===== src/logic/spisd_params.svh =====
`ifndef SPISD_PARAMS_SVH
`define SPISD_PARAMS_SVH

// ----------------------------------------------------------------
// register offsets, data space
// ----------------------------------------------------------------
`define SPISD_P0_STATUS_OFS 8'h4d
`define SPISD_P0_DATA_OFS 8'h4e
`define SPISD_P1_STATUS_OFS 8'had
`define SPISD_P1_DATA_OFS 8'hae
// io instructions address data space minus this
`define SPISD_IO_BIAS 8'h20
`define SPISD_IO_TOP 8'h3f

// ----------------------------------------------------------------
// status fields and reset values
// ----------------------------------------------------------------
`define SPISD_DONE_BIT 7
`define SPISD_WCOL_BIT 6
`define SPISD_DBL_BIT 0
`define SPISD_STATUS_RESET 8'h00

// ----------------------------------------------------------------
// serial clock divisors of the system clock
// ----------------------------------------------------------------
`define SPISD_DIV_N0 8'h04
`define SPISD_DIV_N1 8'h10
`define SPISD_DIV_N2 8'h40
`define SPISD_DIV_N3 8'h80
`define SPISD_DIV_D0 8'h02
`define SPISD_DIV_D1 8'h08
`define SPISD_DIV_D2 8'h20
`define SPISD_DIV_D3 8'h40
// clock edges in one byte exchange, minus one
`define SPISD_LAST_EDGE 4'hf

`endif


===== src/logic/spisd_pkg.sv =====
package spisd_pkg;
  // master transfer sequencing
  typedef enum logic {XFER_IDLE, XFER_RUN} spisd_state_type;
endpackage : spisd_pkg


===== src/logic/spisd_status_data.sv =====
`timescale 1ns/10ps
`include "spisd_params.svh"

// Operation
// master with double speed set runs serial clock at twice selected rate
// fastest master serial clock period is two system clock periods
// external master keeps serial clock at most a quarter of system clock
// transfer-done flag, status bit 7, sets when a byte exchange finishes
// interrupt request while done flag, port irq enable and global enable
// select input low in master mode also sets the done flag
// done flag clears when the processor takes the interrupt vector
// status read with flag set then data access clears the flag
// data write during an exchange sets collision flag, status bit 6
// status read seeing collision then data access clears both flags
// data write loads shift register and starts an exchange
// data read returns receive buffer, the last byte shifted in
// io address is data-space offset minus 0x20, inside 0x00 to 0x3f
// full duplex: eight bits out while eight in, copied at completion
// master divisor 4,16,64,128 or 2,8,32,64 with double speed
// select input low in master mode drops master select
// nothing transfers unless the port enable bit is one
// polarity sets idle level, phase picks sample or setup edge first
module spisd_status_data
  import spisd_pkg::*;
#(
  parameter bit PORT_ONE = 1'b1 // which of the two ports this is
) (
  input wire logic mclk, // system clock
  input wire logic rst, // synchronous reset
  input wire logic [7:0] busAddr, // register address
  input wire logic busIoSpace, // address given in io space
  input wire logic busWrite, // write strobe
  input wire logic busRead, // read strobe
  input wire logic [7:0] busWdata, // write data
  output logic [7:0] busRdata, // read data, next cycle
  input wire logic portEnable, // control: port enable
  input wire logic controllerSelect, // control: master mode
  input wire logic idleClockLevel, // control: clock polarity
  input wire logic sampleEdgeSelect, // control: clock phase
  input wire logic [1:0] rateSelect, // control: rate field
  input wire logic xferIrqEnable, // control: interrupt enable
  input wire logic globalIrqEnable, // core global interrupt enable
  input wire logic irqVectorAck, // core takes this vector
  output logic xferIrq, // interrupt request
  output logic controllerSelectClear, // pulse: drop master select
  input wire logic ssIsInput, // select pin is an input
  input wire logic ssIn_n, // select pin level, active low
  input wire logic sckIn, // serial clock pin in
  output logic sckOut, // serial clock pin out
  output logic sckOe, // serial clock drive enable
  input wire logic serialIn, // data in (miso or mosi)
  output logic serialOut, // data out
  output logic serialOe // data out drive enable
);

  // ----------------------------------------------------------------
  // address decode
  // ----------------------------------------------------------------
  localparam logic [7:0] STATUS_OFS = PORT_ONE ? `SPISD_P1_STATUS_OFS : `SPISD_P0_STATUS_OFS;
  localparam logic [7:0] DATA_OFS = PORT_ONE ? `SPISD_P1_DATA_OFS : `SPISD_P0_DATA_OFS;
  localparam logic [7:0] STATUS_RST = `SPISD_STATUS_RESET;

  // map io-space address into data space
  function automatic logic [7:0] dataSpaceAddr(input logic [7:0] a, input logic io);
    // io offset bias
    if (io) begin
      return (a <= `SPISD_IO_TOP) ? 8'(a + `SPISD_IO_BIAS) : 8'h00;
    end
    return a;
  endfunction : dataSpaceAddr

  // half serial clock period in system clocks
  function automatic logic [6:0] halfPeriod(input logic dbl, input logic [1:0] rate);
    logic [7:0] div;
    div = `SPISD_DIV_N0;
    // rate table
    unique case ({dbl, rate})
      3'b000: div = `SPISD_DIV_N0;
      3'b001: div = `SPISD_DIV_N1;
      3'b010: div = `SPISD_DIV_N2;
      3'b011: div = `SPISD_DIV_N3;
      3'b100: div = `SPISD_DIV_D0;
      3'b101: div = `SPISD_DIV_D1;
      3'b110: div = `SPISD_DIV_D2;
      3'b111: div = `SPISD_DIV_D3;
    endcase
    return div[7:1];
  endfunction : halfPeriod

  logic [7:0] effAddr;
  logic statusRead, dataRead, dataWrite, dataAccess;
  assign effAddr = dataSpaceAddr(busAddr, busIoSpace);
  assign statusRead = busRead && (effAddr == STATUS_OFS);
  assign dataRead = busRead && (effAddr == DATA_OFS);
  assign dataWrite = busWrite && (effAddr == DATA_OFS);
  assign dataAccess = dataRead || dataWrite;

  // ----------------------------------------------------------------
  // state
  // ----------------------------------------------------------------
  spisd_state_type state_reg, state_next;
  logic [6:0] halfCnt_reg, halfCnt_next;
  logic [3:0] edgeCnt_reg, edgeCnt_next;
  logic [7:0] shiftReg_reg, shiftReg_next;
  logic [7:0] rxShift_reg, rxShift_next;
  logic [7:0] rxBuf_reg, rxBuf_next;
  logic [7:0] rdata_reg, rdata_next;
  logic sck_reg, sck_next;
  logic sckPrev_reg, sckPrev_next;
  logic xferDoneFlag_reg, xferDoneFlag_next;
  logic writeCollision_reg, writeCollision_next;
  logic doubleSpeed_reg, doubleSpeed_next;
  logic armDone_reg, armDone_next;
  logic armWcol_reg, armWcol_next;

  logic isMaster, slaveActive, busy, modeFault;
  logic masterEdge, slaveEdge, procEdge, leadEdge, doSample, doSetup, doneEvt;
  logic [7:0] rxShiftIn;

  // mode, edge and event decode
  always_comb begin
    // enable gates everything
    isMaster = portEnable && controllerSelect;
    slaveActive = portEnable && !controllerSelect && !ssIn_n;
    busy = (state_reg == XFER_RUN) || (edgeCnt_reg != 4'h0);
    // mode fault detect
    modeFault = isMaster && ssIsInput && !ssIn_n;
    // divider counts the selected half period
    masterEdge = (state_reg == XFER_RUN) && (halfCnt_reg == 7'(halfPeriod(doubleSpeed_reg, rateSelect) - 7'h01));
    // slave clock taken as synchronous, edge per change
    slaveEdge = slaveActive && (sckIn != sckPrev_reg);
    procEdge = isMaster ? (masterEdge && !modeFault) : slaveEdge;
    leadEdge = !edgeCnt_reg[0];
    // phase picks which edge samples
    doSample = procEdge && (leadEdge != sampleEdgeSelect);
    doSetup = procEdge && (leadEdge == sampleEdgeSelect);
    rxShiftIn = {rxShift_reg[6:0], serialIn};
    doneEvt = procEdge && (edgeCnt_reg == `SPISD_LAST_EDGE);
  end

  // next-state logic for transfer and registers
  always_comb begin
    state_next = state_reg;
    halfCnt_next = halfCnt_reg;
    edgeCnt_next = edgeCnt_reg;
    shiftReg_next = shiftReg_reg;
    rxShift_next = rxShift_reg;
    rxBuf_next = rxBuf_reg;
    rdata_next = rdata_reg;
    sck_next = sck_reg;
    sckPrev_next = sckIn;
    xferDoneFlag_next = xferDoneFlag_reg;
    writeCollision_next = writeCollision_reg;
    doubleSpeed_next = doubleSpeed_reg;
    armDone_next = armDone_reg;
    armWcol_next = armWcol_reg;
    // master clock divider and pin level
    if (state_reg == XFER_RUN) begin
      halfCnt_next = masterEdge ? 7'h00 : 7'(halfCnt_reg + 7'h01);
      if (masterEdge) begin
        sck_next = !sck_reg;
      end
    end else begin
      halfCnt_next = 7'h00;
      // idle level from polarity
      sck_next = idleClockLevel;
    end
    // full duplex shifting
    if (doSample) begin
      rxShift_next = rxShiftIn;
    end
    if (doSetup && !(sampleEdgeSelect && edgeCnt_reg == 4'h0)) begin
      shiftReg_next = {shiftReg_reg[6:0], 1'b0};
    end
    if (procEdge) begin
      edgeCnt_next = 4'(edgeCnt_reg + 4'h1);
    end
    if (doneEvt) begin
      rxBuf_next = doSample ? rxShiftIn : rxShift_reg;
      state_next = XFER_IDLE;
    end
    // slave deselected or port off aborts a partial byte
    if (!isMaster && !slaveActive) begin
      edgeCnt_next = 4'h0;
    end
    // mode fault aborts master exchange
    if (modeFault || !isMaster) begin
      state_next = XFER_IDLE;
    end
    // aborted byte must not leave the port busy
    if (modeFault) begin
      edgeCnt_next = 4'h0;
    end
    // status and flag clearing by read then data access
    if (statusRead) begin
      armDone_next = xferDoneFlag_reg;
      armWcol_next = writeCollision_reg;
    end
    if (dataAccess) begin
      // clear on status read then data access
      if (armDone_reg || armWcol_reg) begin
        xferDoneFlag_next = 1'b0;
      end
      // collision clears both
      if (armWcol_reg) begin
        writeCollision_next = 1'b0;
      end
      armDone_next = 1'b0;
      armWcol_next = 1'b0;
    end
    // vector clears done flag
    if (irqVectorAck) begin
      xferDoneFlag_next = 1'b0;
    end
    // status write touches only double speed bit
    if (busWrite && effAddr == STATUS_OFS) begin
      doubleSpeed_next = busWdata[`SPISD_DBL_BIT];
    end
    // data write: load or collide
    if (dataWrite) begin
      if (busy) begin
        // write during exchange collides
        writeCollision_next = 1'b1;
      end else begin
        // load and start
        shiftReg_next = busWdata;
        edgeCnt_next = 4'h0;
        if (isMaster && !modeFault) begin
          state_next = XFER_RUN;
        end
      end
    end
    // completion sets the flag, winning over clears
    if (doneEvt || modeFault) begin
      xferDoneFlag_next = 1'b1;
    end
    // read data mux
    if (statusRead) begin
      rdata_next = 8'h00;
      rdata_next[`SPISD_DONE_BIT] = xferDoneFlag_reg;
      rdata_next[`SPISD_WCOL_BIT] = writeCollision_reg;
      rdata_next[`SPISD_DBL_BIT] = doubleSpeed_reg;
    end else if (dataRead) begin
      // read returns receive buffer
      rdata_next = rxBuf_reg;
    end
  end

  // register all state
  always_ff @(posedge mclk) begin
    if (rst) begin
      state_reg <= XFER_IDLE;
      halfCnt_reg <= 7'h00;
      edgeCnt_reg <= 4'h0;
      shiftReg_reg <= 8'h00;
      rxShift_reg <= 8'h00;
      rxBuf_reg <= 8'h00;
      rdata_reg <= 8'h00;
      sck_reg <= 1'b0;
      sckPrev_reg <= 1'b0;
      xferDoneFlag_reg <= STATUS_RST[`SPISD_DONE_BIT];
      writeCollision_reg <= STATUS_RST[`SPISD_WCOL_BIT];
      doubleSpeed_reg <= STATUS_RST[`SPISD_DBL_BIT];
      armDone_reg <= 1'b0;
      armWcol_reg <= 1'b0;
    end else begin
      state_reg <= state_next;
      halfCnt_reg <= halfCnt_next;
      edgeCnt_reg <= edgeCnt_next;
      shiftReg_reg <= shiftReg_next;
      rxShift_reg <= rxShift_next;
      rxBuf_reg <= rxBuf_next;
      rdata_reg <= rdata_next;
      sck_reg <= sck_next;
      sckPrev_reg <= sckPrev_next;
      xferDoneFlag_reg <= xferDoneFlag_next;
      writeCollision_reg <= writeCollision_next;
      doubleSpeed_reg <= doubleSpeed_next;
      armDone_reg <= armDone_next;
      armWcol_reg <= armWcol_next;
    end
  end

  // ----------------------------------------------------------------
  // outputs
  // ----------------------------------------------------------------
  // interrupt gating
  assign xferIrq = xferDoneFlag_reg && xferIrqEnable && globalIrqEnable;
  // master select drop pulse
  assign controllerSelectClear = modeFault;
  assign busRdata = rdata_reg;
  assign sckOut = sck_reg;
  // pins driven only when enabled
  assign sckOe = isMaster;
  assign serialOut = shiftReg_reg[7];
  assign serialOe = isMaster || slaveActive;

  // ----------------------------------------------------------------
  // assertions
  // ----------------------------------------------------------------
  done_sets_flag_a: assert property (@(posedge mclk) disable iff (rst)
    doneEvt |=> xferDoneFlag_reg) else $error("done flag not set after exchange");
  irq_gate_a: assert property (@(posedge mclk) disable iff (rst)
    xferIrq |-> xferDoneFlag_reg && xferIrqEnable && globalIrqEnable) else $error("irq without cause");
  mode_fault_a: assert property (@(posedge mclk) disable iff (rst)
    modeFault |-> controllerSelectClear ##1 (xferDoneFlag_reg && state_reg == XFER_IDLE))
    else $error("mode fault not handled");
  vector_clear_a: assert property (@(posedge mclk) disable iff (rst)
    irqVectorAck && !doneEvt && !modeFault |=> !xferDoneFlag_reg) else $error("vector did not clear flag");
  flag_clear_a: assert property (@(posedge mclk) disable iff (rst)
    statusRead && xferDoneFlag_reg ##[1:3] (dataRead && !doneEvt && !modeFault && !irqVectorAck)
    |=> !xferDoneFlag_reg) else $error("read sequence did not clear flag");
  wcol_set_a: assert property (@(posedge mclk) disable iff (rst)
    dataWrite && busy |=> writeCollision_reg && $stable(shiftReg_reg)) else $error("collision missed");
  wcol_clear_a: assert property (@(posedge mclk) disable iff (rst)
    statusRead && writeCollision_reg ##[1:3] (dataRead && !doneEvt && !modeFault)
    |=> !writeCollision_reg && !xferDoneFlag_reg) else $error("collision not cleared");
  load_start_a: assert property (@(posedge mclk) disable iff (rst)
    dataWrite && !busy |=> shiftReg_reg == $past(busWdata)) else $error("write did not load");
  read_rx_a: assert property (@(posedge mclk) disable iff (rst)
    dataRead |=> busRdata == $past(rxBuf_reg)) else $error("data read not receive buffer");
  fast_edge_a: assert property (@(posedge mclk) disable iff (rst)
    state_reg == XFER_RUN && doubleSpeed_reg && rateSelect == 2'b00 && !modeFault
    && !doneEvt && isMaster |-> masterEdge) else $error("double speed period not two clocks");
  slow_edge_a: assert property (@(posedge mclk) disable iff (rst)
    masterEdge && !doubleSpeed_reg && rateSelect == 2'b11 |=> !masterEdge [*8])
    else $error("divide by 128 too fast");
  enable_off_a: assert property (@(posedge mclk) disable iff (rst)
    !portEnable |-> !sckOe && !serialOe && !procEdge) else $error("transfer while disabled");
  idle_level_a: assert property (@(posedge mclk) disable iff (rst)
    state_reg == XFER_IDLE && $stable(idleClockLevel) ##1 state_reg == XFER_IDLE
    |-> sckOut == $past(idleClockLevel)) else $error("idle clock level wrong");
  duplex_a: assert property (@(posedge mclk) disable iff (rst)
    doneEvt && sampleEdgeSelect |=> rxBuf_reg == $past(rxShiftIn)) else $error("received byte lost");
  io_map_a: assert property (@(posedge mclk) disable iff (rst)
    busRead && busIoSpace && busAddr == 8'(STATUS_OFS - `SPISD_IO_BIAS) |-> statusRead)
    else $error("io address mapping wrong");

  master_done_c: cover property (@(posedge mclk) disable iff (rst) doneEvt && isMaster);
  slave_done_c: cover property (@(posedge mclk) disable iff (rst) doneEvt && slaveActive);
  collision_c: cover property (@(posedge mclk) disable iff (rst) dataWrite && busy);
  mode_fault_c: cover property (@(posedge mclk) disable iff (rst) modeFault);

endmodule : spisd_status_data


===== config.mk =====
export PLATFORM = sky130hd
export DESIGN_NAME = spisd_status_data
export DESIGN_NICKNAME = d
export VERILOG_FILES = /design/src/logic/spisd_pkg.sv /design/src/logic/spisd_status_data.sv
export VERILOG_INCLUDE_DIRS = /design/src /design/src/logic
export SDC_FILE = /design/constraint.sdc
export NUM_CORES = 1
export LEC_CHECK = 0
export CORE_UTILIZATION = 46
export DETAILED_ROUTE_END_ITERATION = 7
export DONT_BUFFER_PORTS = 1
export GPL_TIMING_DRIVEN = 1
export PLACE_DENSITY = 0.62
export RECOVER_POWER = 25
export SYNTH_ARGS = -nofsm -noshare
export SYNTH_HDL_FRONTEND = slang
export SYNTH_SLANG_ARGS = --single-unit

===== constraint.sdc =====
create_clock -name mclk -period 2.91 [get_ports mclk]
set_input_delay 0.4365 -clock mclk [delete_from_list [all_inputs] [get_ports mclk]]
set_output_delay 0.4365 -clock mclk [all_outputs]
set_load 0.02 [all_outputs]

* Yosys cells after proc, flatten, opt, wreduce, memory -nomap -nowiden
Memory sizes are Yosys's and may differ from the RTL's. Index checks and enable logic that the tools add are counted.
Operators by class: $add $sub $neg 4, multipliers 0, div/mod/pow operators 0, magnitude comparators 1, eq/ne operators 8, shifts and indexed selects 0, multiplexer cells 31, bitwise logic cells 1, reduce and logical (&&, ||, !) cells 44
Operators by type and width (count):
- $mux W8 | 9
- $logic_and A1 B1 Y1 | 21
- $mux W4 | 5
- $mux W1 | 17
- $eq A8 B8 Y1 const B | 2
- $add A8 B6 Y8 const B | 1
- $le A8 B6 Y1 const B | 1
- $logic_not A1 Y1 | 8
- $add A7 B1 Y7 const B | 1
- $eq A7 B7 Y1 | 1
- $sub A7 B1 Y7 const B | 1
- $logic_or A1 B1 Y1 | 6
- $reduce_bool A3 Y1 | 2
- $add A4 B1 Y4 const B | 1
- $eq A4 B4 Y1 const B | 1
- $logic_not A4 Y1 | 1
- $reduce_bool A4 Y1 | 1
- $reduce_or A2 Y1 | 2
- $reduce_or A3 Y1 | 1
- $ne A1 B1 Y1 | 2
- $ne A2 B1 Y1 const B | 1
- $reduce_and A2 Y1 | 1
- $reduce_bool A2 Y1 | 1
- $eq A1 B1 Y1 | 1
- $not A1 Y1 | 1
Word-level totals: bits in registers 51, bits in latches 0, bits in writable memories 0, bits in read-only memories 56, input port bits 34, output and inout bits 14, memories 1
Memories:
- (name not given) | depth 8, bits a word 7, read ports 1, clocked after Yosys merged registers in 0, wr ports 0, RTL line spisd_status_data.sv:77 | unique case ({dbl, rate})

* Depth between registers and ports, before layout
Gate-level depths: netlist of the first run.
depth in word-level cells 12, depth in mapped cells 13, mapped depth without buffers 10

* Least setup slack after synthesis of the first run
OpenSTA, ideal clock, no wires.
path type input port to flip-flop, start input port rateSelect[1], end register rxBuf_reg[1], library setup time 70 ps, arrival time 2831 ps, data required time 2840 ps, path slack 8 ps, stages on the path 12, path through buf_2 or3_1 ha_1 buf_2 or3b_1 a21oi_1 a2111oi_2 a211oi_2 a21oi_2 buf_6 or3_1 a21oi_1
Between the ends: longest elaborated chain between the ends 8, elaborated cells between the ends (all ways) 9, those cells by class add/sub (1); eq/ne (1); mux (2); reduce/logical (4); memory (1)
Ends and longest elaborated chain:
- start: declaration | RTL line spisd_status_data.sv:40 | input wire logic [1:0] rateSelect,
- $mem_v2 Z8 W7 (*)
- $sub A7 B1 Y7 (*) | RTL line spisd_status_data.sv:129 | masterEdge = (state_reg == XFER_RUN) && (halfCnt_reg == 7'(halfPeriod(doubleSpeed_reg, rateSelect) - 7'h01));
- $eq A7 B7 Y1 (*) | RTL line spisd_status_data.sv:129
- $logic_and A1 B1 Y1 (*) | RTL line spisd_status_data.sv:129
- $logic_and A1 B1 Y1 (*) | RTL line spisd_status_data.sv:132 | procEdge = isMaster ? (masterEdge && !modeFault) : slaveEdge;
- $mux W1 (*) | RTL line spisd_status_data.sv:132
- $logic_and A1 B1 Y1 | RTL line spisd_status_data.sv:135 | doSample = procEdge && (leadEdge != sampleEdgeSelect);
- $mux W8
- end signal: assignment | RTL line spisd_status_data.sv:272 | rxBuf_reg <= rxBuf_next;
- end: declaration | RTL line spisd_status_data.sv:106 | logic [7:0] rxBuf_reg, rxBuf_next;
Every way passes the cells marked *; elsewhere a longest branch is shown, timed or not. A chain may end at the register's enable or synchronous reset.

* Final worst setup path of the first run
start register doubleSpeed_reg, end register edgeCnt_reg[2]
Between the ends: longest elaborated chain between the ends 11
Ends and longest elaborated chain:
- start: declaration | RTL line spisd_status_data.sv:112 | logic doubleSpeed_reg, doubleSpeed_next;
- start signal: assignment | RTL line spisd_status_data.sv:263 | doubleSpeed_reg <= STATUS_RST[`SPISD_DBL_BIT];
- start signal: assignment | RTL line spisd_status_data.sv:278 | doubleSpeed_reg <= doubleSpeed_next;
- $mem_v2 Z8 W7 (*)
- $sub A7 B1 Y7 (*) | RTL line spisd_status_data.sv:129
- $eq A7 B7 Y1 (*) | RTL line spisd_status_data.sv:129
- $logic_and A1 B1 Y1 (*) | RTL line spisd_status_data.sv:129
- $logic_and A1 B1 Y1 (*) | RTL line spisd_status_data.sv:132
- $mux W1 (*) | RTL line spisd_status_data.sv:132
- $mux W4 (*) | RTL line spisd_status_data.sv:175 | if (procEdge) begin
- $mux W4 (*) | RTL line spisd_status_data.sv:183 | if (!isMaster && !slaveActive) begin
- $mux W4 (*) | RTL line spisd_status_data.sv:191 | if (modeFault) begin
- $mux W4 | RTL line spisd_status_data.sv:221 | if (busy) begin
- $mux W4 (*) | RTL line spisd_status_data.sv:220 | if (dataWrite) begin
- end signal: assignment | RTL line spisd_status_data.sv:269 | edgeCnt_reg <= edgeCnt_next;
- end: declaration | RTL line spisd_status_data.sv:103 | logic [3:0] edgeCnt_reg, edgeCnt_next;
Marked as above.

==> results.rst, run 1 <==
.. list-table::
   :header-rows: 1

   * - Metric
     - Value
   * - Most area-hungry cell type in the Yosys netlist
     - dfxtp_1
   * - First-iteration detailed-routing DRC count
     - 107
   * - Routed wire length
     - 5770 um
   * - # H-tree levels
     - 2
   * - Count of flip-flops with a built-in enable after synthesis
     - 0
   * - WP data required
     - 3.16 ns
   * - Total Routing Usage GR
     - 19.6%
   * - Proportion of netlist area held by the largest area contributor
     - 39.0%
   * - Total of max-cap violations
     - 0
   * - Number of warning messages in the yosys log
     - 0
   * - Fraction of layout cells with a size suffix above 1
     - 10.6%
   * - Syn nets
     - 346
   * - Pin count of the biggest net entering global routing
     - 28
   * - Placed Instances
     - 372
   * - Kind of critical path
     - reg2reg
   * - First drt pass iteration count
     - 4
   * - Total non-filler cell area in the finished layout
     - 2940 um^2
   * - Starting density of the core
     - 47.5%
   * - Worst-margin pin slew
     - 0.939 ns
   * - Synth unique cells
     - 47
   * - Die Span X
     - 77.4 um
   * - Dominant synthesized flop cell
     - dfxtp_1
   * - Vias in the first global route
     - 1946
   * - Internal power
     - 1.02 mW
   * - Leak
     - 1.07 nW
   * - Final cell count without fillers
     - 384
   * - Share of the clock period used by the worst path after layout
     - 97.6%
   * - Critical-path cell list
     - or3_4 -> ha_4 -> or3b_4 -> a21oi_2 -> a2111oi_2 -> a211oi_2 -> a21oi_4 -> clkbuf_16 -> or4b_1 -> nand2_1
   * - Worst Clk Skew
     - 0.00956 ns
   * - Maximum number of buffers from clock root to sink
     - 2
   * - Antenna violations before repair
     - 1
   * - Clk network pwr share
     - 40.1%
   * - Final RePlAce weighted congestion
     - 0.767
   * - CP startpoint kind
     - register
   * - Peak Freq
     - 352 MHz
   * - Clock latency reported for the late side of the worst-skew pair
     - 0.31 ns
   * - Switching power of the nets
     - 273 uW
   * - Vias post-DR
     - 2121
   * - Placed wire-length estimate after detailed placement
     - 4140 um
   * - Delay of the slowest cell on the worst path
     - 0.45 ns
   * - Worst max-slew margin expressed relative to the limit
     - 36.5%
   * - Number of standard-cell rows in the floorplan
     - 27
   * - Post-layout nets
     - 349
   * - Clock transition time at the flip-flop clock pins of the worst setup and hold paths
     - 0.09 ns
   * - Via density per instance
     - 5.52
   * - Die height
     - 77.4 um
   * - Crit path buf inv count
     - 1
   * - I/O Pins
     - 48
   * - CTS Root Buffer Type
     - clkbuf_8
   * - Fill cell total of the finished layout
     - 538
   * - Count of endpoints failing hold in the final timing report
     - 0
   * - Area contributors post-synth
     - dfxtp_1 (39%), mux2i_1 (9.6%), nand2_1 (6.2%), a21oi_1 (3.8%), xnor2_1 (3.3%)
   * - Power density normalized to cell area
     - 439 nW/um^2
   * - Core region area
     - 5510 um^2
   * - Mapped cell area
     - 2620 um^2
   * - Average cell area after synthesis
     - 8.52 um^2
   * - Largest fanout on the critical path
     - 10
   * - Number of buffers created by CTS
     - 5
   * - TritonCTS clock tree
     - done
   * - Count of final max-slew check failures
     - 0
   * - Port bufs
     - 0
   * - Number of flip-flops and latches in the synthesized netlist
     - 51
   * - Share of flip-flops with an asynchronous set or reset
     - 0%
   * - First-pass GRT wire length
     - 9320 um
   * - DRC violation count after routing
     - 0
   * - Die area
     - 5990 um^2
   * - DP Area
     - 2710 um^2
   * - Average detailed-routed wire length per instance
     - 15.0 um
   * - Antenna Nets Post-Route
     - 0
   * - Status
     - completed
   * - Nature of the critical path endpoint
     - register
   * - Total setup violations reported at the end of the flow
     - 0
   * - Setup repair after global routing missed its margin
     - true
   * - Layout area overhead
     - 12.3%
   * - Post-CTS Hold Buffers
     - 0
   * - VDD IR max
     - 0.286 mV
   * - Sequential-to-total area share from yosys stat
     - 39.0%
   * - Post-layout minimum cycle time
     - 2.84 ns
   * - Register share of total power
     - 54.5%
   * - Worst path top cell family by delay
     - simple AND/OR/NAND/NOR gates
   * - Hold WC Path Type
     - in2reg
   * - Post-synthesis instance total
     - 307
   * - Worst endpoint data arrival time
     - 3.09 ns
   * - Sink Count
     - 51
   * - Overflow left after global routing
     - 0
   * - Tightest hold margin
     - 0.187 ns
   * - Critical-path cell with the highest stage delay
     - or4b_1
   * - Sw frac
     - 21.2%
   * - Power share of the combinational group
     - 5.4%
## what timing repair did
item,in CTS,in global routing
endpoints found under the setup margin,1,23
cloned,0,2
setup buffers,0,1
pin swaps,0,5
resized for setup,1,10
## power groups by stage
stage                     sequential, mW  combinational [mW]  clock [mW]
final                              0.702              0.0695       0.517
after global routing               0.703              0.0758       0.560
after CTS                          0.702              0.0616       0.537
after detailed placement           0.719              0.0609           0
after global placement             0.719              0.0598           0
after floorplan                    0.718              0.0582           0
## worst register-to-register path: stages (launching register included)
cell       delay, ns
dfxtp_2         0.35
or3_4           0.39
ha_4            0.20
or3b_4          0.38
a21oi_2         0.17
a2111oi_2       0.08
a211oi_2        0.32
a21oi_4         0.16
clkbuf_16       0.22
or4b_1          0.45
nand2_1         0.08
## layer usage
| metal | up-vias | global-route usage (%) | routed length (um) | part of all wire, % |
|---|---|---|---|---|
| met4 | 0 | 6.23 | 89 | 1.5 |
| met1 | 992 | 25.8 | 2610 | 45 |
| met3 | 7 | 4.94 | 358 | 6.2 |
| met5 | - | 0 | 0 | 0 |
| met2 | 43 | 31.2 | 2710 | 47 |
| li1 | 1079 | - | - | - |
## cells by family (layout without fill, tap and decap cells)
logic type,count (synthesis),in the layout,share of synthesized area (%)
other,0,1,0
AND/OR/NAND/NOR,120,120,23.7
multiplexers,26,26,10.0
flip-flops,51,51,39.0
buffers and inverters,30,34,5.36
AO/OA/AOI/OAI,63,63,15.5
adder cells (fa/ha/maj),5,5,2.39
XOR/XNOR,12,12,4.02
## through the flow
stage / worst slack (ns) / util (%) / total power, mW / setup TNS (ns)
after floorplan: 0.00844 / - / 0.776 / 0
after global placement: 0.0153 / 49.2 / 0.778 / 0
after detailed placement: -0.0698 / 49.2 / 0.780 / -0.378
after CTS: 0.0359 / 51.6 / 1.30 / 0
after global routing: -0.0746 / 53.4 / 1.34 / -0.375
final: 0.0700 / 53.4 / 1.29 / 0
## path summary, 6_finish.rpt
check                       start              end  slack, ns  cells after the start
setup / recovery  doubleSpeed_reg   edgeCnt_reg[2]       0.07                     10
hold / removal                rst  shiftReg_reg[1]       0.19                      1
setup reg to reg  doubleSpeed_reg   edgeCnt_reg[2]       0.07                     10
hold reg to reg      rxBuf_reg[2]      busRdata[2]       0.46                      2
## synth_stat cells (2+ instances only)
library cell	instances
a2111oi_0	3
a211oi_1	8
a21oi_1	20
a21oi_2	2
a22oi_1	2
a31oi_1	2
a32oi_1	2
and2_1	4
and3_1	2
buf_2	4
buf_6	3
clkbuf_1	8
dfxtp_1	51
ha_1	5
inv_1	14
mux2i_1	25
nand2_1	43
nand2b_1	2
nand3_1	12
nand3b_1	3
nor2_1	22
nor2b_1	7
nor3b_1	2
o211ai_1	3
o21ai_0	16
or3_1	11
xnor2_1	10
xor2_1	2
## placed cells by master (no fill, tap or decap), types with 3 or more instances in the layout
cell	count
mux2i_1	25
or3_1	9
o21ai_0	16
dfxtp_1	50
nand2_1	43
nand3_1	12
and2_1	4
a21oi_1	19
nand3b_1	3
o211ai_1	3
inv_1	14
ha_1	4
xnor2_1	10
clkbuf_8	6
nor2_1	22
buf_4	8
a211oi_1	8
nor2b_1	7
## final cells by class
type	instances	area [um^2]	share of cell area [%]
inverters	14	52.6	1.79
well taps	72	90.1	3.07
clock inverters	2	38.8	1.32
flip-flops and latches	51	1020	34.8
multi-input cells	226	1500	51.0
clock buffers	6	82.6	2.81
repair buffers	12	150	5.11
diodes	1	2.50	0.0852
Power figures use the tool's default switching activity.
==> run 2, diff against run 1 <==
Settings changed: BUFFER_PORTS_ARGS from default to -buffer_cell sky130_fd_sc_hd__buf_2, DONT_BUFFER_PORTS 1 to default, PLACE_DENSITY 0.62 to 0.7, RECOVER_POWER 25 to 100.
==> results.rst, run 2 (synthesized netlist as in run 1, its figures left out) <==
.. list-table::
   :header-rows: 1

   * - Metric
     - Value
   * - # H-tree levels
     - 2
   * - First-iteration detailed-routing DRC count
     - 136
   * - Setup crit start
     - doubleSpeed_reg
   * - Final critical-path setup slack
     - 0.125 ns
   * - Post-CTS Hold Buffers
     - 0
   * - Vias post-DR
     - 2288
   * - Worst endpoint data arrival time
     - 3.02 ns
   * - Starting density of the core
     - 47.5%
   * - Routing usage on met3
     - 3.18%
   * - Kind of critical path
     - reg2reg
   * - CTS Root Buffer Type
     - clkbuf_8
   * - Sink Count
     - 51
   * - Final RePlAce weighted congestion
     - 0.806
   * - Total setup violations reported at the end of the flow
     - 0
   * - Placed wire-length estimate after detailed placement
     - 4210 um
   * - Worst setup endpoint
     - rxBuf_reg[4]
   * - Number of buffers created by CTS
     - 5
   * - Largest fanout on the critical path
     - 9
   * - Clock transition time at the flip-flop clock pins of the worst setup and hold paths
     - 0.10 ns
   * - Power share of the combinational group
     - 8.4%
   * - Number of standard-cell rows in the floorplan
     - 27
   * - Vias in the first global route
     - 2153
   * - Nature of the critical path endpoint
     - register
   * - Register share of total power
     - 52.9%
   * - Routed wire length
     - 5650 um
   * - Setup slack of the worst register-to-register path
     - 0.13 ns
   * - Post-layout minimum cycle time
     - 2.78 ns
   * - First drt pass iteration count
     - 5
   * - WP data required
     - 3.15 ns
   * - Place WS
     - -0.147 ns
   * - Worst Clk Skew
     - 0.00579 ns
   * - First-pass GRT wire length
     - 9580 um
   * - Die Span X
     - 77.4 um
   * - Final antenna diode count
     - 0
   * - Total of max-cap violations
     - 0
   * - Count of cells resized by post-cts repair
     - 0
   * - Final cell count without fillers
     - 436
   * - VDD IR max
     - 0.295 mV
   * - Internal power
     - 1.01 mW
   * - Average detailed-routed wire length per instance
     - 13.0 um
   * - Fill cell total of the finished layout
     - 515
   * - Total non-filler cell area in the finished layout
     - 3160 um^2
   * - Die height
     - 77.4 um
   * - Leading cell type in the layout, fill and taps excluded
     - dfxtp_1
   * - Fraction of layout cells with a size suffix above 1
     - 19.2%
   * - Total negative setup slack
     - 0 ns
   * - Met1 Resource Use GR
     - 26.5%
   * - Final Core Density
     - 57.4%
   * - Sum of internal, switching and leakage power
     - 1.33 mW
   * - CP startpoint kind
     - register
   * - Worst max-slew margin expressed relative to the limit
     - 31.1%
   * - Count of endpoints failing hold in the final timing report
     - 0
   * - Antenna violations before repair
     - 0
   * - Critical R2R Launch
     - doubleSpeed_reg
   * - Antenna Nets Post-Route
     - 0
   * - Tightest hold margin
     - 0.364 ns
   * - Count of final max-slew check failures
     - 0
   * - DP Area
     - 3010 um^2
   * - Number of cell instances on the worst register-to-register path
     - 10
   * - Port bufs
     - 47
   * - Die area
     - 5990 um^2
   * - Overflow left after global routing
     - 0
   * - I/O Pins
     - 48
   * - Post-CTS Setup Repair Bufs
     - 0
   * - Placed Instances
     - 427
   * - Clk network pwr share
     - 38.7%
   * - Status
     - completed
   * - Leak
     - 1.22 nW
   * - Hold WC Path Type
     - in2reg
   * - DRC violation count after routing
     - 0
   * - Combined area of the multi-input logic cells
     - 1500 um^2
   * - Sw frac
     - 23.6%
   * - Switching power of the nets
     - 314 uW
   * - Peak Freq
     - 359 MHz
   * - Share of the clock period used by the worst path after layout
     - 95.7%
   * - Total Routing Usage GR
     - 19.7%
   * - Most utilized layer in the global route result
     - met2
   * - Pin count of the biggest net entering global routing
     - 28
   * - Leading cell types in the layout, fill and taps excluded
     - dfxtp_1 (51), nand2_1 (43), buf_2 (33)
   * - Endpoint of the most critical register-to-register path
     - rxBuf_reg[4]
   * - Via density per instance
     - 5.25
   * - Core region area
     - 5510 um^2
   * - Power density normalized to cell area
     - 419 nW/um^2
   * - TritonCTS clock tree
     - done
   * - Post-layout nets
     - 402
   * - Clock latency reported for the late side of the worst-skew pair
     - 0.31 ns
   * - Global-route track usage on met2
     - 32.1%
   * - Maximum number of buffers from clock root to sink
     - 2
   * - Layout area overhead
     - 20.9%
   * - Worst-margin pin slew
     - 1.02 ns
   * - Area occupied by registers
     - 1020 um^2
-- run 2: critical path, stage by stage (launching register included) --
cell and delay, ns:
dfxtp_1 0.35, or3_4 0.40, ha_4 0.20, or3b_1 0.37, a21oi_2 0.19, a2111oi_4 0.07
a211oi_2 0.27, a21oi_2 0.15, buf_6 0.18, or3_1 0.37, a21oi_1 0.16
-- run 2: power groups by stage --
stage / registers, mW / clock network (mW) / logic [mW]
3_5_place_dp: 0.717 / 0 / 0.105
6_report: 0.701 / 0.513 / 0.111
2_1_floorplan: 0.718 / 0 / 0.0582
3_3_place_gp: 0.717 / 0 / 0.103
5_1_grt: 0.702 / 0.546 / 0.123
4_1_cts: 0.701 / 0.523 / 0.106
-- run 2: cell type report --
class | count | share of cell area, %
Inverter | 14 | 1.66
Multi-Input combinational cell | 226 | 47.4
Sequential cell | 51 | 32.3
Clock buffer | 5 | 2.18
Tap cell | 72 | 2.85
Timing Repair Buffer | 65 | 12.1
Clock inverter | 3 | 1.50
-- run 2: how the worst min path moves through the flow --
| stage | start | to | slack (ns) | depth (start not counted) |
|---|---|---|---|---|
| global route | sckIn | sckPrev_reg | 0.38 | 2 |
| finish | sckIn | sckPrev_reg | 0.36 | 2 |
| global placement | busRdata[5] | busRdata[5] | 0.44 | 2 |
| CTS | sckIn | sckPrev_reg | 0.37 | 2 |
| floorplan | rxBuf_reg[1] | busRdata[1] | 0.43 | 2 |
| detailed placement | busRdata[5] | busRdata[5] | 0.45 | 2 |
-- run 2: per-layer routing --
layer	wire, um	vias to the layer above
li1	-	1183
met1	2730	1051
met2	2620	47
met3	219	7
met4	84	0
met5	0	-
